===== src/hdl/ref_regs_pkg.sv =====
// shared constants and types for the timing-reference configuration registers
package ref_regs_pkg;

  // ****************************************
  // serial frame layout
  // ****************************************
  localparam int          FRAME_BITS    = 24;
  localparam int          HDR_BITS      = 16;
  localparam logic [4:0]  HDR_LAST_BIT  = 5'h0f;
  localparam logic [4:0]  FRAME_LAST    = 5'h17;
  localparam int          HDR_RW_POS    = 15;
  localparam int          ADDR_W        = 12;

  // ****************************************
  // register offsets
  // ****************************************
  localparam logic [11:0] ADDR_REF_DELAY_CTRL_HI  = 12'h03c;
  localparam logic [11:0] ADDR_LANE_SWING_CTRL    = 12'h03d;
  localparam logic [11:0] ADDR_REF_SOFT_CTRL      = 12'h057;
  localparam logic [11:0] ADDR_SYNC_POLARITY_CTRL = 12'h058;
  localparam logic [11:0] ADDR_REF_DELAY_CTRL_LO  = 12'h05a;

  // ****************************************
  // field positions
  // ****************************************
  localparam int DEL_EN_POS     = 6;
  localparam int DEL_HI_MSB     = 1;
  localparam int DEL_HI_LSB     = 0;
  localparam int DEL_LO_MSB     = 7;
  localparam int DEL_LO_LSB     = 5;
  localparam int AMP_MSB        = 2;
  localparam int AMP_LSB        = 0;
  localparam int SRC_SEL_POS    = 3;
  localparam int SOFT_LVL_POS   = 4;
  localparam int SYNC_INV_POS   = 5;
  localparam logic [7:0] REG_RESET = 8'h00;

  // ****************************************
  // delay and amplitude tables
  // ****************************************
  localparam logic [4:0] DELAY_FIRST_CODE = 5'h08;
  localparam logic [4:0] DELAY_LAST_CODE  = 5'h03;
  localparam logic [8:0] DELAY_FIRST_PS   = 9'h0af;
  localparam logic [8:0] DELAY_STEP_PS    = 9'h019;
  localparam logic [8:0] DELAY_NONE_PS    = 9'h000;

  localparam logic [9:0] SWING_0 = 10'h35c;
  localparam logic [9:0] SWING_1 = 10'h32a;
  localparam logic [9:0] SWING_2 = 10'h302;
  localparam logic [9:0] SWING_3 = 10'h2e9;
  localparam logic [9:0] SWING_4 = 10'h3c0;
  localparam logic [9:0] SWING_5 = 10'h3a2;
  localparam logic [9:0] SWING_6 = 10'h389;
  localparam logic [9:0] SWING_7 = 10'h370;

  // ****************************************
  // carriers
  // ****************************************
  typedef struct packed {
    logic sen_n;
    logic sclk;
    logic sdi;
  } spi_pins_t;

  typedef struct packed {
    logic       delay_enable;
    logic [4:0] delay_code;
    logic [8:0] delay_ps;
    logic [2:0] amplitude;
    logic [9:0] swing_mvpp;
  } ref_cfg_t;

endpackage


===== src/hdl/pin_sync3.sv =====
// three-stage pin synchroniser with agreement filter
`timescale 1ns/1ns
`default_nettype none

module pin_sync3 #(
  parameter int WIDTH = 1
) (
  input  wire logic             clk,
  input  wire logic             rst,
  input  wire logic [WIDTH-1:0] pin,
  output var  logic [WIDTH-1:0] level
);

  logic [WIDTH-1:0] s1;
  logic [WIDTH-1:0] s2;
  logic [WIDTH-1:0] s3;

  always_ff @(posedge clk) begin
    if (rst) begin
      s1 <= '0;
      s2 <= '0;
      s3 <= '0;
    end else begin
      s1 <= pin;
      s2 <= s1;
      s3 <= s2;
    end
  end

  // a bit moves only once stages two and three agree
  always_ff @(posedge clk) begin
    if (rst) begin
      level <= '0;
    end else begin
      for (int i = 0; i < WIDTH; i++) begin
        if (s2[i] == s3[i]) begin
          level[i] <= s3[i];
        end
      end
    end
  end

endmodule

`default_nettype wire


===== src/hdl/ref_cfg_regs.sv =====
// serial-programmed timing-reference, sync polarity and lane swing registers
`timescale 1ns/1ns
`default_nettype none

// Operation
// - delay on timing reference applies only while delay enable is set
// - delay code: upper two bits from 0x3c[1:0], lower three from 0x5a[7:5]
// - code 01000 gives the first step, 175 ps total delay
// - each code step down to 00011 adds 25 ps, reaching 300 ps
// - amplitude code sets swing for all lanes; 0 is 860, 4 is 960 mVpp
// - source select 0 follows the pin, 1 follows the software level
// - with software source, level bit drives reference low or high
// - polarity bit 1 inverts the sync input before link logic uses it
// - every field reads zero after reset
module ref_cfg_regs (
  input  wire logic                   clk,
  input  wire logic                   rst,
  input  wire ref_regs_pkg::spi_pins_t spi,
  output var  logic                   sdo,
  output var  logic                   sdo_oe,
  input  wire logic                   timing_ref_pin,
  input  wire logic                   sync_n_pin,
  output var  logic                   timing_ref_int,
  output var  logic                   sync_link_n,
  output var  ref_regs_pkg::ref_cfg_t cfg
);
  import ref_regs_pkg::*;

  // ****************************************
  // functions
  // ****************************************
  function automatic logic [8:0] delay_ps_of(input logic       en,
                                             input logic [4:0] code);
    logic [8:0] steps;
    steps = {4'h0, DELAY_FIRST_CODE - code};
    if (!en || code > DELAY_FIRST_CODE || code < DELAY_LAST_CODE) begin
      delay_ps_of = DELAY_NONE_PS;
    end else begin
      delay_ps_of = DELAY_FIRST_PS + 9'(steps * DELAY_STEP_PS);
    end
  endfunction

  function automatic logic [9:0] swing_of(input logic [2:0] amp);
    case (amp)
      3'h0:    swing_of = SWING_0;
      3'h1:    swing_of = SWING_1;
      3'h2:    swing_of = SWING_2;
      3'h3:    swing_of = SWING_3;
      3'h4:    swing_of = SWING_4;
      3'h5:    swing_of = SWING_5;
      3'h6:    swing_of = SWING_6;
      default: swing_of = SWING_7;
    endcase
  endfunction

  // ****************************************
  // pin synchronisers
  // ****************************************
  logic [4:0] pins_s;

  // active-low pins pass inverted so a cleared stage equals their idle level
  pin_sync3 #(.WIDTH(5)) u_sync (
    .clk   (clk),
    .rst   (rst),
    .pin   ({~spi.sen_n, spi.sclk, spi.sdi, timing_ref_pin, ~sync_n_pin}),
    .level (pins_s)
  );

  logic sen_s;
  logic sync_s;
  logic sen_n_s;
  logic sclk_s;
  logic sdi_s;
  logic ref_s;
  logic sync_n_s;
  assign {sen_s, sclk_s, sdi_s, ref_s, sync_s} = pins_s;
  assign sen_n_s  = !sen_s;
  assign sync_n_s = !sync_s;

  // ****************************************
  // serial frame engine
  // ****************************************
  logic              sclk_prev;
  logic              sclk_rise;
  logic              sclk_fall;
  logic [4:0]        bit_cnt;
  logic [22:0]       shift_in;
  logic              rd_frame;
  logic              rd_phase;
  logic [ADDR_W-1:0] addr;
  logic [7:0]        tx;
  logic              wr_fire;
  logic [7:0]        wr_data;

  assign sclk_rise = !sen_n_s && sclk_s && !sclk_prev;
  assign sclk_fall = !sen_n_s && !sclk_s && sclk_prev;
  assign wr_fire   = sclk_rise && bit_cnt == FRAME_LAST && !rd_frame;
  assign wr_data   = {shift_in[6:0], sdi_s};

  always_ff @(posedge clk) begin
    if (rst) begin
      sclk_prev <= 1'b0;
    end else begin
      sclk_prev <= sclk_s;
    end
  end

  always_ff @(posedge clk) begin
    if (rst || sen_n_s) begin
      bit_cnt  <= '0;
      shift_in <= '0;
      rd_frame <= 1'b0;
      addr     <= '0;
    end else if (sclk_rise) begin
      shift_in <= {shift_in[21:0], sdi_s};
      if (bit_cnt != FRAME_LAST) begin
        bit_cnt <= bit_cnt + 5'h01;
      end
      if (bit_cnt == HDR_LAST_BIT) begin
        rd_frame <= shift_in[HDR_RW_POS-1];
        addr     <= {shift_in[ADDR_W-2:0], sdi_s};
      end
    end
  end

  // ****************************************
  // configuration fields
  // ****************************************
  logic       del_en;
  logic [1:0] code_hi;
  logic [2:0] code_lo;
  logic [2:0] amp;
  logic       src_sel;
  logic       soft_lvl;
  logic       sync_inv;
  logic [4:0] code_now;

  assign code_now = {code_hi, code_lo};

  // reserved positions are not stored, so they always read back zero
  always_ff @(posedge clk) begin
    if (rst) begin
      del_en   <= REG_RESET[DEL_EN_POS];
      code_hi  <= REG_RESET[DEL_HI_MSB:DEL_HI_LSB];
      code_lo  <= REG_RESET[DEL_LO_MSB:DEL_LO_LSB];
      amp      <= REG_RESET[AMP_MSB:AMP_LSB];
      src_sel  <= REG_RESET[SRC_SEL_POS];
      soft_lvl <= REG_RESET[SOFT_LVL_POS];
      sync_inv <= REG_RESET[SYNC_INV_POS];
    end else if (wr_fire) begin
      case (addr)
        ADDR_REF_DELAY_CTRL_HI: begin
          del_en  <= wr_data[DEL_EN_POS];
          code_hi <= wr_data[DEL_HI_MSB:DEL_HI_LSB];
        end
        ADDR_REF_DELAY_CTRL_LO: begin
          code_lo <= wr_data[DEL_LO_MSB:DEL_LO_LSB];
        end
        ADDR_LANE_SWING_CTRL: begin
          amp <= wr_data[AMP_MSB:AMP_LSB];
        end
        ADDR_REF_SOFT_CTRL: begin
          src_sel  <= wr_data[SRC_SEL_POS];
          soft_lvl <= wr_data[SOFT_LVL_POS];
        end
        ADDR_SYNC_POLARITY_CTRL: begin
          sync_inv <= wr_data[SYNC_INV_POS];
        end
        default: begin
        end
      endcase
    end
  end

  // ****************************************
  // read-back path
  // ****************************************
  logic [7:0] rd_word;

  always_comb begin
    rd_word = 8'h00;
    case (addr)
      ADDR_REF_DELAY_CTRL_HI: begin
        rd_word[DEL_EN_POS]            = del_en;
        rd_word[DEL_HI_MSB:DEL_HI_LSB] = code_hi;
      end
      ADDR_REF_DELAY_CTRL_LO: rd_word[DEL_LO_MSB:DEL_LO_LSB] = code_lo;
      ADDR_LANE_SWING_CTRL:   rd_word[AMP_MSB:AMP_LSB]       = amp;
      ADDR_REF_SOFT_CTRL: begin
        rd_word[SRC_SEL_POS]  = src_sel;
        rd_word[SOFT_LVL_POS] = soft_lvl;
      end
      ADDR_SYNC_POLARITY_CTRL: rd_word[SYNC_INV_POS] = sync_inv;
      default: rd_word = 8'h00;
    endcase
  end

  // data word is captured one cycle after the header so addr is settled
  logic hdr_done;

  always_ff @(posedge clk) begin
    if (rst || sen_n_s) begin
      hdr_done <= 1'b0;
      rd_phase <= 1'b0;
      tx       <= '0;
    end else begin
      hdr_done <= sclk_rise && bit_cnt == HDR_LAST_BIT;
      if (hdr_done && rd_frame) begin
        rd_phase <= 1'b1;
        tx       <= rd_word;
      end else if (sclk_fall && rd_phase) begin
        tx <= {tx[6:0], 1'b0};
      end
    end
  end

  // sdo changes after a falling sclk so the host samples it on the rise
  always_ff @(posedge clk) begin
    if (rst || sen_n_s) begin
      sdo    <= 1'b0;
      sdo_oe <= 1'b0;
    end else if (sclk_fall && rd_phase) begin
      sdo    <= tx[7];
      sdo_oe <= 1'b1;
    end
  end

  // ****************************************
  // block outputs
  // ****************************************
  always_ff @(posedge clk) begin
    if (rst) begin
      timing_ref_int <= 1'b0;
      sync_link_n    <= 1'b0;
    end else begin
      timing_ref_int <= src_sel ? soft_lvl : ref_s;
      sync_link_n    <= sync_n_s ^ sync_inv;
    end
  end

  always_ff @(posedge clk) begin
    if (rst) begin
      cfg <= '0;
    end else begin
      cfg.delay_enable <= del_en;
      cfg.delay_code   <= code_now;
      cfg.delay_ps     <= delay_ps_of(del_en, code_now);
      cfg.amplitude    <= amp;
      cfg.swing_mvpp   <= swing_of(amp);
    end
  end
endmodule

`default_nettype wire


===== config.mk =====
export PLATFORM = sky130hd
export DESIGN_NAME = ref_cfg_regs
export DESIGN_NICKNAME = d
export VERILOG_FILES = /design/src/hdl/ref_regs_pkg.sv /design/src/hdl/pin_sync3.sv /design/src/hdl/ref_cfg_regs.sv
export SDC_FILE = /design/constraint.sdc
export NUM_CORES = 1
export LEC_CHECK = 0
export ABC_CLOCK_PERIOD_IN_PS = 3950
export BUFFER_PORTS_ARGS = -buffer_cell sky130_fd_sc_hd__clkbuf_2
export CAP_MARGIN = 5
export CORE_MARGIN = 1
export CORE_UTILIZATION = 45
export CTS_CLUSTER_SIZE = 40
export DETAILED_ROUTE_END_ITERATION = 7
export SLEW_MARGIN = 25
export SYNTH_ARGS = -nofsm -noshare
export SYNTH_HDL_FRONTEND = slang
export SYNTH_SLANG_ARGS = --single-unit
export TNS_END_PERCENT = 20

===== constraint.sdc =====
create_clock -name clk -period 3.95 [get_ports clk]
set_input_delay 0.5925 -clock clk [delete_from_list [all_inputs] [get_ports clk]]
set_output_delay 0.5925 -clock clk [all_outputs]
set_load 0.02 [all_outputs]

# Word level (Yosys, flattened, before mapping)
# Index checks and enable logic that the tools add are counted.
[totals]
out_inout_bits = 32
register_bits = 108
word_cells = 98
input_bits = 7
[op_classes]
mul = 1
eq_ne = 19
reduce_logical = 28
n_mux = 10
bitwise_logic = 3
addsub = 3
magnitude_cmp = 2
[op_table]
columns = ["op", "count"]
rows = [
  ["one-hot mux 9 bit (7 select lines)", 1],
  ["== test 12 x 7 -> 1 bit (second input constant)", 3],
  ["== test 12 x 6 -> 1 bit (second input constant)", 2],
  ["two-way mux 8 bit", 2],
  ["AND reduction 2 bit", 7],
  ["adder 8 x 9 -> 9 bit (first input constant)", 1],
  ["== test 3 bit (second input constant)", 3],
  ["logical AND 1 bit", 9],
  ["multiplier 5 x 5 -> 9 bit (second input constant)", 1],
  ["== test 3 x 2 -> 1 bit (second input constant)", 2],
  ["logical NOT 1 bit", 6],
  ["adder 5 x 1 -> 5 bit (second input constant)", 1],
  ["== test 1 bit", 5],
  ["== test 5 x 4 -> 1 bit (second input constant)", 1],
  ["== test 5 bit (second input constant)", 1],
  ["> comparator 5 x 4 -> 1 bit (second input constant)", 1],
  ["< comparator 5 x 2 -> 1 bit (second input constant)", 1],
  ["!= test 5 bit (second input constant)", 1],
  ["subtractor 4 x 5 -> 5 bit (first input constant)", 1],
  ["one-hot mux 1 bit (2 select lines)", 2],
  ["one-hot mux 2 bit (2 select lines)", 1],
  ["== test 3 x 1 -> 1 bit (second input constant)", 1],
  ["logical NOT 3 bit", 1],
  ["logical OR 1 bit", 3],
  ["other kinds (6)", 9],
]

# Logic depth before layout (Yosys ltp)
# Gate-level depths: netlist (run 1).
[depth]
depth_word = 6
depth_mapped = 14
mapped_depth_nobuf = 13

# Cells and area by module
# A second synthesis (run 1) with hierarchy kept.
[hier_totals]
cells_unflattened = 485
hier_area_um2 = 4466.8
[modules_own_cells]
columns = ["mod", "cells_each", "seq_area_each_um2", "area_each_um2", "instances"]
rows = [
  ["ref_cfg_regs", 433, 1761.7, 3824.9, 1],
  ["pin_sync3", 52, 400.4, 641.9, 1],
]

# Worst setup path after synthesis (run 1)
# No wires, ideal clock.
[synth_path]
kind = "register -> register"
from = "reg code_lo[0]"
to = "reg cfg[21] in the netlist's numbering"
setup_slack_ns = 0.917
stages_incl_launch_ff = 13
arrival_time_ns = 2.907
setup_ns = 0.127
cell_sequence = "dfxtp_1 clkbuf_1 inv_1 ha_1 xnor2_1 ha_1 ha_1 ha_1 ha_1 o21ai_0 o21a_1 o211ai_1 mux2i_1"
[synth_via]
elab_chain_len = 4
[synth_rtl]
columns = ["element", "line", "text"]
rows = [
  ["start, declared", "ref_cfg_regs.sv:131", "logic [2:0] code_lo;"],
  ["start signal, assigned", "ref_cfg_regs.sv:145", "code_lo <= REG_RESET[DEL_LO_MSB:DEL_LO_LSB];"],
  ["start signal, assigned", "ref_cfg_regs.sv:157", "code_lo <= wr_data[DEL_LO_MSB:DEL_LO_LSB];"],
  ["parallel branches: the longest is 4 deep, another holds multiplier 5 x 5 -> 9 bit", "n/a", ""],
  ["end, declared", "ref_cfg_regs.sv:25", "output var ref_regs_pkg::ref_cfg_t cfg"],
]
# Several ways; the timed one is not identified.
# A chain may end at the register's enable or synchronous reset.

# Worst setup path in the final report (run 1)
# Ends and elaborated chain as after synthesis.

==> impl_metrics.yaml, run 1 <==
clock_network:
  cts_tree: "built"
  cts_buffers: 9
  clk_latency_ns: 0.36
  htree_levels: 3
  clock_path_buffers: 2
  path_clk_slew_ns: 0.10
  cts_resized: 0
  cts-root-buf: "clkbuf_8"
  postCtsSetupBuffers: 0
  postCtsHoldBufs: 0
  clock-sinks: 108
worst_setup_path:
  critPathBufInv: 2
  critPathLaunchType: "register"
  crit_start: "code_lo[0]"
  cp_top_family: "adder cells"
  timing.rr.end: "cfg[21]"
  reg2reg_depth: 11
  crit_slowest_cell: "dfxtp_1"
  critPathRequiredTime_ns: 4.24
  rrSetupSlack_ns: 0.65
  end_kind: "register"
  worstReg2RegStart: "code_lo[0]"
  slowest_delay_ns: 0.59
  crit_type: "register to register"
  cp_cell_sequence: "inv_1 > ha_1 > xnor2_1 > inv_1 > ha_1 > ha_1 > fa_1 > a211oi_1 > o21a_1 > o211ai_1 > mux2i_1"
  arrival_ns: 3.59
  crit_path_frequent_cell: "ha_1"
  path_max_fanout: 12
  crit_path_end: "cfg[21]"
  cp.depth: 11
die:
  die_h_microns: 102
  start_util_pct: 46.2
  die_area_sq_mm: 0.0103
  die_w_microns: 102
  io_pins: 39
  placementRows: 36
  core_area_sq_mm: 0.00968
grt:
  antenna_found_initial: 0
  grt_overflow: 0
  grt_pass1_vias: 3003
  grtUsageTotal_pct: 18.7
  grt_pass1_wl_microns: 14800
  grt_max_degree: 31
logic_synthesis:
  yosysUniqueCellTypes: 49
  yosys.area_share.simple_pct: 20.7
  synthArstFlopShare_pct: 0
  ys_warn_count: 0
  synth_top_family_by_area: "simple AND/OR/NAND/NOR gates"
  yosys.area_share.adder_pct: 6.60
  synth-edff-count: 0
  synth-compound-area-share_pct: 12.2
  postSynthAreaPerCell_sq_um: 9.38
  ys_seq_elements: 108
  syn_area_sq_mm: 0.00447
  synth_cells: 477
  synth_nets: 507
  yosysSeqAreaShare_pct: 48.3
  synth_flop_cell: "dfxtp_1"
  synth_xor_xnor_area_share_pct: 2.74
  synth_mux_area_share_pct: 5.79
layout:
  drive_gt1_share_pct: 15.6
  finish.utilization_pct: 51.2
  nets: 531
  antennaDiodeCount: 0
  syn2layout_area_growth_pct: 10.8
  fillCellCount: 934
timing:
  fin_worst_skew_ns: 0.00915
  fin_crit_sh_pct: 83.6
  hold_viol_final: 0
  worst_pin_slew_ns: 0.985
  setup_viol: 0
  setup_slack_ns: 0.649
  timing.slew.headroom_pct: 34.2
  hold_slack_ns: 0.365
  final_max_slew_viol_count: 0
  fmax_mhz: 303
  finalSetupTns_ns: 0
  rsz0062_at_grt: "no"
  final.min_clock_period_ns: 3.30
power_and_ir_drop:
  power_density_mw_per_mm2: 375
  p_total_w: 0.00186
  pwr-share-comb_pct: 1.5
  swShare_pct: 21.0
  leakage_nw: 1.98
  power_switching_w: 0.000390
  intPower_w: 0.00147
  ir_drop_uv: 216
  clkPwrFrac_pct: 39.2
  p_seq_share_pct: 59.3
placed_design:
  gp_congestion: 0.792
  hpwl_microns: 6130
  pre_cts_slack_ns: 0.675
  numPortBuffers: 38
status:
  outcome: "complete, no violations"
drt:
  drc: 0
  drt_first_pass_iters: 4
  antenna_left: 0
  vias: 3308
  drt_iter0_drc: 143
  viasPerCell: 5.18
  totalWireLength_microns: 8660
  routedWlPerCell_microns: 13.6
flow_run:
  cap_violations: 0
hold_path:
  hp-class: "primary input to register"
-- state kept, by name (all words and copies together) (netlist names), 2 cells and up --
name          count
addr             12
u_sync.s2         5
shift_in         15
tx                8
amp               3
code_hi           2
cfg              28
u_sync.level      5
code_lo           3
bit_cnt           5
u_sync.s1         5
u_sync.s3         5
-- worst min path at each step --
stage | start | end | cells past startpoint
finish | spi[2] | u_sync.s1[4] | 2
floorplan | u_sync.s1[0] | u_sync.s2[0] | 1
global placement | u_sync.s1[0] | u_sync.s2[0] | 1
global route | spi[2] | u_sync.s1[4] | 2
CTS | spi[2] | u_sync.s1[4] | 2
detailed placement | u_sync.s1[3] | u_sync.s2[3] | 1
-- per-stage QoR --
stage	instances	area [sq um]
2_1_floorplan	477	4470
3_3_place_gp	623	4740
3_5_place_dp	623	4740
4_1_cts	638	4960
5_1_grt	638	4960
6_report	638	4960
-- placed cells by master (no fill, tap or decap), types with 2 or more instances in the layout --
cell,count
xnor2_1,7
nor4_1,3
or3_1,5
mux2_2,11
nand3b_1,3
o221a_2,8
nor2b_1,25
bufinv_16,2
dfxtp_1,108
clkbuf_8,9
clkbuf_2,38
and2_1,3
inv_1,17
ha_1,22
nand2_1,63
a21oi_1,44
nor2_1,26
nand4b_1,3
a211oi_1,5
o21ai_0,11
inv_6,3
nand2b_1,3
nor3_1,6
xor2_1,7
and3_1,5
nand4_1,8
nor3b_1,2
nand3_1,15
mux2i_1,12
or4_4,2
a21o_1,3
a31oi_1,2
nor3_4,2
o31ai_1,3
o211ai_1,2
-- cells in the mapped netlist, drive strengths merged, types with 5 or more instances --
library cell	number	area share, %
nor2	26	2.2
clkbuf	23	1.9
xnor2	7	1.4
nor2b	25	3.5
nand2	63	5.3
a21oi	44	4.9
nand4	8	1.1
mux2i	12	2.7
ha	22	6.2
o221a	8	2.0
a211oi	5	0.84
dfxtp	108	48
inv	17	1.4
xor2	7	1.4
and3	5	0.70
nand3	15	1.7
mux2	12	3.1
nor3	8	1.4
o21ai	11	1.2
or3	5	0.70
-- metal layers --
| layer | GRT usage, % | up-vias | part of all wire [%] |
|---|---|---|---|
| met2 | 28.9 | 67 | 45 |
| met5 | 0 | - | 0 |
| li1 | - | 1706 | - |
| met4 | 7.25 | 0 | 1.3 |
| met3 | 3.31 | 9 | 3.4 |
| met1 | 26.0 | 1526 | 51 |
-- cell families (layout without fill, tap and decap cells) --
kind of cell             count (synthesis)  count (layout)
buffers and inverters                   43              71
adder cells (fa/ha/maj)                 23              23
XOR/XNOR                                14              14
AO/OA/AOI/OAI                           86              86
flip-flops                             108             108
AND/OR/NAND/NOR                        179             179
multiplexers                            24              24
-- power by group through the flow --
stage                     Combinational [W]  Clock, W  Sequential (W)
after detailed placement          0.0000284         0         0.00113
after global placement            0.0000279         0         0.00113
after CTS                         0.0000283  0.000755         0.00110
final                             0.0000275  0.000729         0.00110
after floorplan                   0.0000135         0         0.00113
after global routing              0.0000307  0.000808         0.00110
-- area by class of cell --
class	instances	area [sq um]	area share [%]
flip-flops and latches	108	2160	43.6
inverters	17	63.8	1.29
clock inverters	6	93.8	1.89
well taps	133	166	3.36
multi-input cells	326	2150	43.4
clock buffers	9	124	2.50
repair buffers	39	198	3.99
Power figures use the tool's default switching activity.
==> run 2: changes to the inputs <==
--- a/config.mk
+++ b/config.mk
@@ -5,7 +5,7 @@
 export SDC_FILE = /design/constraint.sdc
 export NUM_CORES = 1
 export LEC_CHECK = 0
-export ABC_CLOCK_PERIOD_IN_PS = 3950
+export ABC_CLOCK_PERIOD_IN_PS = 3200
 export BUFFER_PORTS_ARGS = -buffer_cell sky130_fd_sc_hd__clkbuf_2
 export CAP_MARGIN = 5
 export CORE_MARGIN = 1
==> constraint.sdc (replaced) <==
create_clock -name clk -period 3.2 [get_ports clk]
set_input_delay 0.48 -clock clk [delete_from_list [all_inputs] [get_ports clk]]
set_output_delay 0.48 -clock clk [all_outputs]
set_load 0.02 [all_outputs]
==> impl_metrics.yaml, run 2 (synthesized netlist as in run 1, its figures left out) <==
status:
  outcome: "complete, no violations"
layout:
  antennaDiodeCount: 0
  largest_reg_flops: 28
  syn2layout_area_growth_pct: 11.3
  final_common_cell: "dfxtp_1"
  final_cell_mix: "dfxtp_1, nand2_1, a21oi_1"
  top_regs: "cfg (28), shift_in (15), addr (12)"
  final_area_sq_mm: 0.00498
  top_register: "cfg"
  drive_gt1_share_pct: 16.5
  fillCellCount: 932
  nets: 534
  multiInputGateArea_sq_mm: 0.00215
  fin_cells: 642
  seq_area_sq_mm: 0.00216
clock_network:
  clock_path_buffers: 2
  path_clk_slew_ns: 0.10
  clock-sinks: 108
  cts-root-buf: "clkbuf_8"
  cts_tree: "built"
  clk_latency_ns: 0.36
  htree_levels: 3
  cts_buffers: 9
  postCtsHoldBufs: 0
die:
  placementRows: 36
  core_area_sq_mm: 0.00968
  start_util_pct: 46.2
  die_h_microns: 102
  io_pins: 39
  die_w_microns: 102
  die_area_sq_mm: 0.0103
power_and_ir_drop:
  power_density_mw_per_mm2: 454
  ir_drop_uv: 230
  leakage_nw: 1.99
grt:
  antenna_found_initial: 0
  use_met1_pct: 25.3
  grt_overflow: 0
  grt_pass1_wl_microns: 14500
  grt_pass1_vias: 3020
  grtUsageTotal_pct: 18.1
  grt_max_degree: 32
  grt_use_met3_pct: 2.90
  busiest_layer: "met2"
  met2_usage_pct: 28.1
worst_setup_path:
  cp_top_family: "adder cells"
  critPathLaunchType: "register"
  crit_type: "register to register"
  crit_slowest_cell: "fa_1"
  crit_start: "code_lo[0]"
  timing.rr.end: "cfg[21]"
  rrSetupSlack_ns: 0.24
  worstReg2RegStart: "code_lo[0]"
  end_kind: "register"
  cp.depth: 11
  slowest_delay_ns: 0.45
  crit_path_frequent_cell: "ha_1"
  crit_path_end: "cfg[21]"
  cp_cell_sequence: "inv_1 > ha_1 > xnor2_1 > inv_1 > ha_1 > ha_1 > fa_1 > a211oi_2 > o21a_1 > o211ai_1 > mux2i_1"
  critPathBufInv: 2
  path_max_fanout: 7
  critPathRequiredTime_ns: 3.50
  arrival_ns: 3.26
  reg2reg_depth: 11
drt:
  drt_iter0_drc: 180
  drc: 0
  routedWlPerCell_microns: 13.6
  drt_first_pass_iters: 4
  viasPerCell: 5.22
  vias: 3354
  antenna_left: 0
  totalWireLength_microns: 8720
placed_design:
  hpwl_microns: 6100
  numPortBuffers: 38
  place_area_sq_mm: 0.00476
  placed_cells: 626
  pre_cts_slack_ns: 0.150
  gp_congestion: 0.810
timing:
  final.min_clock_period_ns: 2.96
  worst_pin_slew_ns: 0.988
  timing.slew.headroom_pct: 34.0
  fin_worst_skew_ns: 0.00579
  setup_slack_ns: 0.239
  fmax_mhz: 338
  fin_crit_sh_pct: 92.5
  final_max_slew_viol_count: 0
  setup_viol: 0
  rsz0062_at_grt: "yes"
  hold_viol_final: 0
hold_path:
  hp-class: "primary input to register"
flow_run:
  cap_violations: 0
==> run 2: cell count changes in the layout (fill, tap and decap cells not counted) <==
cell / before / now
clkbuf_8: 9 / 11
buf_4: 1 / 4
dfxtp_1: 108 / 107
clkinv_4: 0 / 1
a211oi_1: 5 / 4
inv_6: 3 / 1
bufinv_16: 2 / 1
clkbuf_1: 0 / 1
a211oi_2: 0 / 1
dfxtp_2: 0 / 1
==> run 2: worst min path at each step <==
stage	startpoint	to	slack, ns	depth (start not counted)
after floorplan	u_sync.s1[0]	u_sync.s2[0]	0.41	1
after global placement	u_sync.s1[1]	u_sync.s2[1]	0.42	1
after detailed placement	u_sync.s1[0]	u_sync.s2[0]	0.43	1
after CTS	spi[2]	u_sync.s1[4]	0.24	2
after global routing	spi[2]	u_sync.s1[4]	0.24	2
final	spi[2]	u_sync.s1[4]	0.25	2
==> run 2: repair_timing <==
item,CTS,global route
setup buffers,0,0
setup endpoints to repair,0,1
gates resized for setup,0,2
hold endpoints to repair,0,0
==> run 2: worst register-to-register path, stage by stage, from the launching register on <==
cell      delay (ns)
dfxtp_1         0.44
inv_1           0.12
ha_1            0.26
xnor2_1         0.25
inv_1           0.11
ha_1            0.30
ha_1            0.25
fa_1            0.45
a211oi_2        0.31
o21a_1          0.17
o211ai_1        0.09
mux2i_1         0.14
==> run 2: metrics by stage <==
step	setup TNS (ns)	power (W)	utilization, %	hold WS [ns]
3_5_place_dp	0	0.00143	49.2	0.430
5_1_grt	-0.0264	0.00234	51.4	0.239
6_report	0	0.00226	51.4	0.249
3_3_place_gp	0	0.00143	49.2	0.418
2_1_floorplan	0	0.00141	-	0.414
4_1_cts	0	0.00228	51.3	0.240
==> run 2: report_power, final <==
part | internal, W | switching (W)
Clock | 0.000410 | 0.000454
Combinational | 0.0000125 | 0.0000227
Sequential | 0.00136 | 0.00000399
Total | 0.00178 | 0.000481
==> run 2: metal layers <==
metal	part of all wire (%)	up-vias	wire, microns
met3	3.3	13	287
met2	44	64	3810
met1	51	1562	4490
li1	-	1715	-
met4	1.5	0	133
met5	0	-	0
==> run 2: final cells by class <==
class | instances | share of cell area [%]
repair buffers | 42 | 4.42
clock buffers | 12 | 3.12
flip-flops and latches | 108 | 43.5
well taps | 133 | 3.34
clock inverters | 4 | 1.11
multi-input cells | 326 | 43.3
inverters | 17 | 1.28
==> run 3: changes to the inputs <==
--- a/config.mk
+++ b/config.mk
@@ -9,10 +9,12 @@
 export BUFFER_PORTS_ARGS = -buffer_cell sky130_fd_sc_hd__clkbuf_2
 export CAP_MARGIN = 5
 export CORE_MARGIN = 1
-export CORE_UTILIZATION = 45
+export CORE_UTILIZATION = 59
+export CTS_CLUSTER_DIAMETER = 30
 export CTS_CLUSTER_SIZE = 40
 export DETAILED_ROUTE_END_ITERATION = 7
-export SLEW_MARGIN = 25
+export PLACE_DENSITY = 0.79
+export SLEW_MARGIN = 10
 export SYNTH_ARGS = -nofsm -noshare
 export SYNTH_HDL_FRONTEND = slang
 export SYNTH_SLANG_ARGS = --single-unit
==> impl_metrics.yaml, run 3 (synthesized netlist as in run 1, its figures left out) <==
status:
  outcome: "complete, no violations"
drt:
  routedWlPerCell_microns: 13.5
  viasPerCell: 5.45
  drt_first_pass_iters: 4
  totalWireLength_microns: 8210
  drc: 0
  drt_iter0_drc: 124
  antenna_left: 0
  vias: 3318
clock_network:
  clock-sinks: 108
  htree_levels: 3
  path_clk_slew_ns: 0.10
  clk_latency_ns: 0.37
  cts_buffers: 9
  clock_path_buffers: 2
  cts-root-buf: "clkbuf_8"
  cts_tree: "built"
hold_path:
  min_from: "spi[2]"
  min_path_cells: 2
  hp-class: "primary input to register"
  holdPathEnd: "u_sync.s1[4]"
worst_setup_path:
  crit_path_frequent_cell: "ha_1"
  arrival_ns: 3.24
  critPathBufInv: 1
  critPathRequiredTime_ns: 3.50
  crit_slowest_cell: "dfxtp_1"
  rrSetupSlack_ns: 0.27
  timing.rr.end: "cfg[20]"
  critPathLaunchType: "register"
  slowest_delay_ns: 0.36
  end_kind: "register"
  cp_cell_sequence: "inv_1 > ha_1 > nor2b_1 > nor2b_1 > xnor2_1 > xnor2_1 > ha_1 > ha_1 > a211oi_1 > o21bai_1 > a21oi_1 > mux2i_1"
  path_max_fanout: 5
  cp_top_family: "adder cells"
  reg2reg_depth: 12
  crit_type: "register to register"
  crit_start: "code_lo[0]"
  worstReg2RegStart: "code_lo[0]"
timing:
  fin_crit_sh_pct: 91.7
  fin_worst_skew_ns: 0.0102
  finalSetupTns_ns: 0
  timing.slew.headroom_pct: 36.3
  fmax_mhz: 341
  setup_viol: 0
  final.min_clock_period_ns: 2.93
  worst_pin_slew_ns: 0.953
  final_max_slew_viol_count: 0
  hold_viol_final: 0
  hold_slack_ns: 0.237
  rsz0062_at_grt: "no"
layout:
  top_regs: "cfg (28), shift_in (15), addr (12)"
  drive_gt1_share_pct: 16.5
  multiInputGateArea_sq_mm: 0.00215
  final_common_cell: "dfxtp_1"
  antennaDiodeCount: 0
  nets: 535
  seq_area_sq_mm: 0.00216
  syn2layout_area_growth_pct: 9.73
  top_register: "cfg"
  final_cell_mix: "dfxtp_1, nand2_1, a21oi_1"
  largest_reg_flops: 28
  fillCellCount: 637
die:
  start_util_pct: 61.4
  placementRows: 31
  io_pins: 39
  die_area_sq_mm: 0.00794
  die_w_microns: 89.1
  die_h_microns: 89.1
  core_area_sq_mm: 0.00729
grt:
  grt_max_degree: 29
  grt_pass1_vias: 2995
  grt_overflow: 0
  antenna_found_initial: 0
  grtUsageTotal_pct: 22.8
  grt_pass1_wl_microns: 13900
placed_design:
  numPortBuffers: 38
  hpwl_microns: 5850
  gp_congestion: 0.804
flow_run:
  cap_violations: 0
power_and_ir_drop:
  leakage_nw: 1.98
  power_density_mw_per_mm2: 440
  ir_drop_uv: 324
run 3: cell count changes in the layout (fill, tap and decap cells not counted):
cell and change:
clkbuf_8 -2, buf_4 +1, bufinv_16 -1, clkbuf_1 +1, clkinv_4 +1, inv_8 +1
run 3: final cells by class:
class	count	area share, %
Sequential cell	108	44.1
Timing Repair Buffer	43	4.64
Clock buffer	11	2.68
Clock inverter	5	0.917
Tap cell	99	2.52
Inverter	17	1.30
Multi-Input combinational cell	326	43.9
run 3: timing repair:
| action | in CTS | in global routing |
|---|---|---|
| hold buffers | 0 | 0 |
| endpoints found under the hold margin | 0 | 0 |
| buffers inserted | 0 | 0 |
| endpoints found under the setup margin | 0 | 1 |
| gates resized for setup | 0 | 2 |
run 3: power breakdown:
| part | total, W | switching, W | internal [W] | leakage, nW |
|---|---|---|---|---|
| registers | 0.00136 | 0.00000385 | 0.00136 | 0.875 |
| clock network | 0.000766 | 0.000471 | 0.000295 | 0.0860 |
| logic | 0.0000349 | 0.0000223 | 0.0000125 | 1.02 |
run 3: worst max-delay path by stage:
stage                    to  slack (ns)  cells past startpoint
detailed placement  cfg[21]        0.20                     11
floorplan           cfg[21]        0.17                     12
finish              cfg[20]        0.27                     12
global route        cfg[21]        0.06                     11
global placement    cfg[21]        0.33                     11
CTS                 cfg[21]        0.18                     11
run 3: through the flow:
step                setup slack [ns]  instance area (sq um)  utilization, %  power [W]  std cells
CTS                            0.183                   4900            67.2    0.00218        609
global placement               0.326                   4730            64.8    0.00143        593
global route                  0.0617                   4910            67.3    0.00224        609
floorplan                      0.167                   4470               -    0.00141        477
finish                         0.266                   4910            67.3    0.00216        609
detailed placement             0.196                   4730            64.8    0.00143        593
run 3: metal layers:
metal	GRT usage, %	up-vias	wire, microns
li1	-	1708	-
met1	29.6	1541	3860
met2	38.4	55	3970
met3	3.60	14	234
met4	8.51	0	148
met5	0	-	0
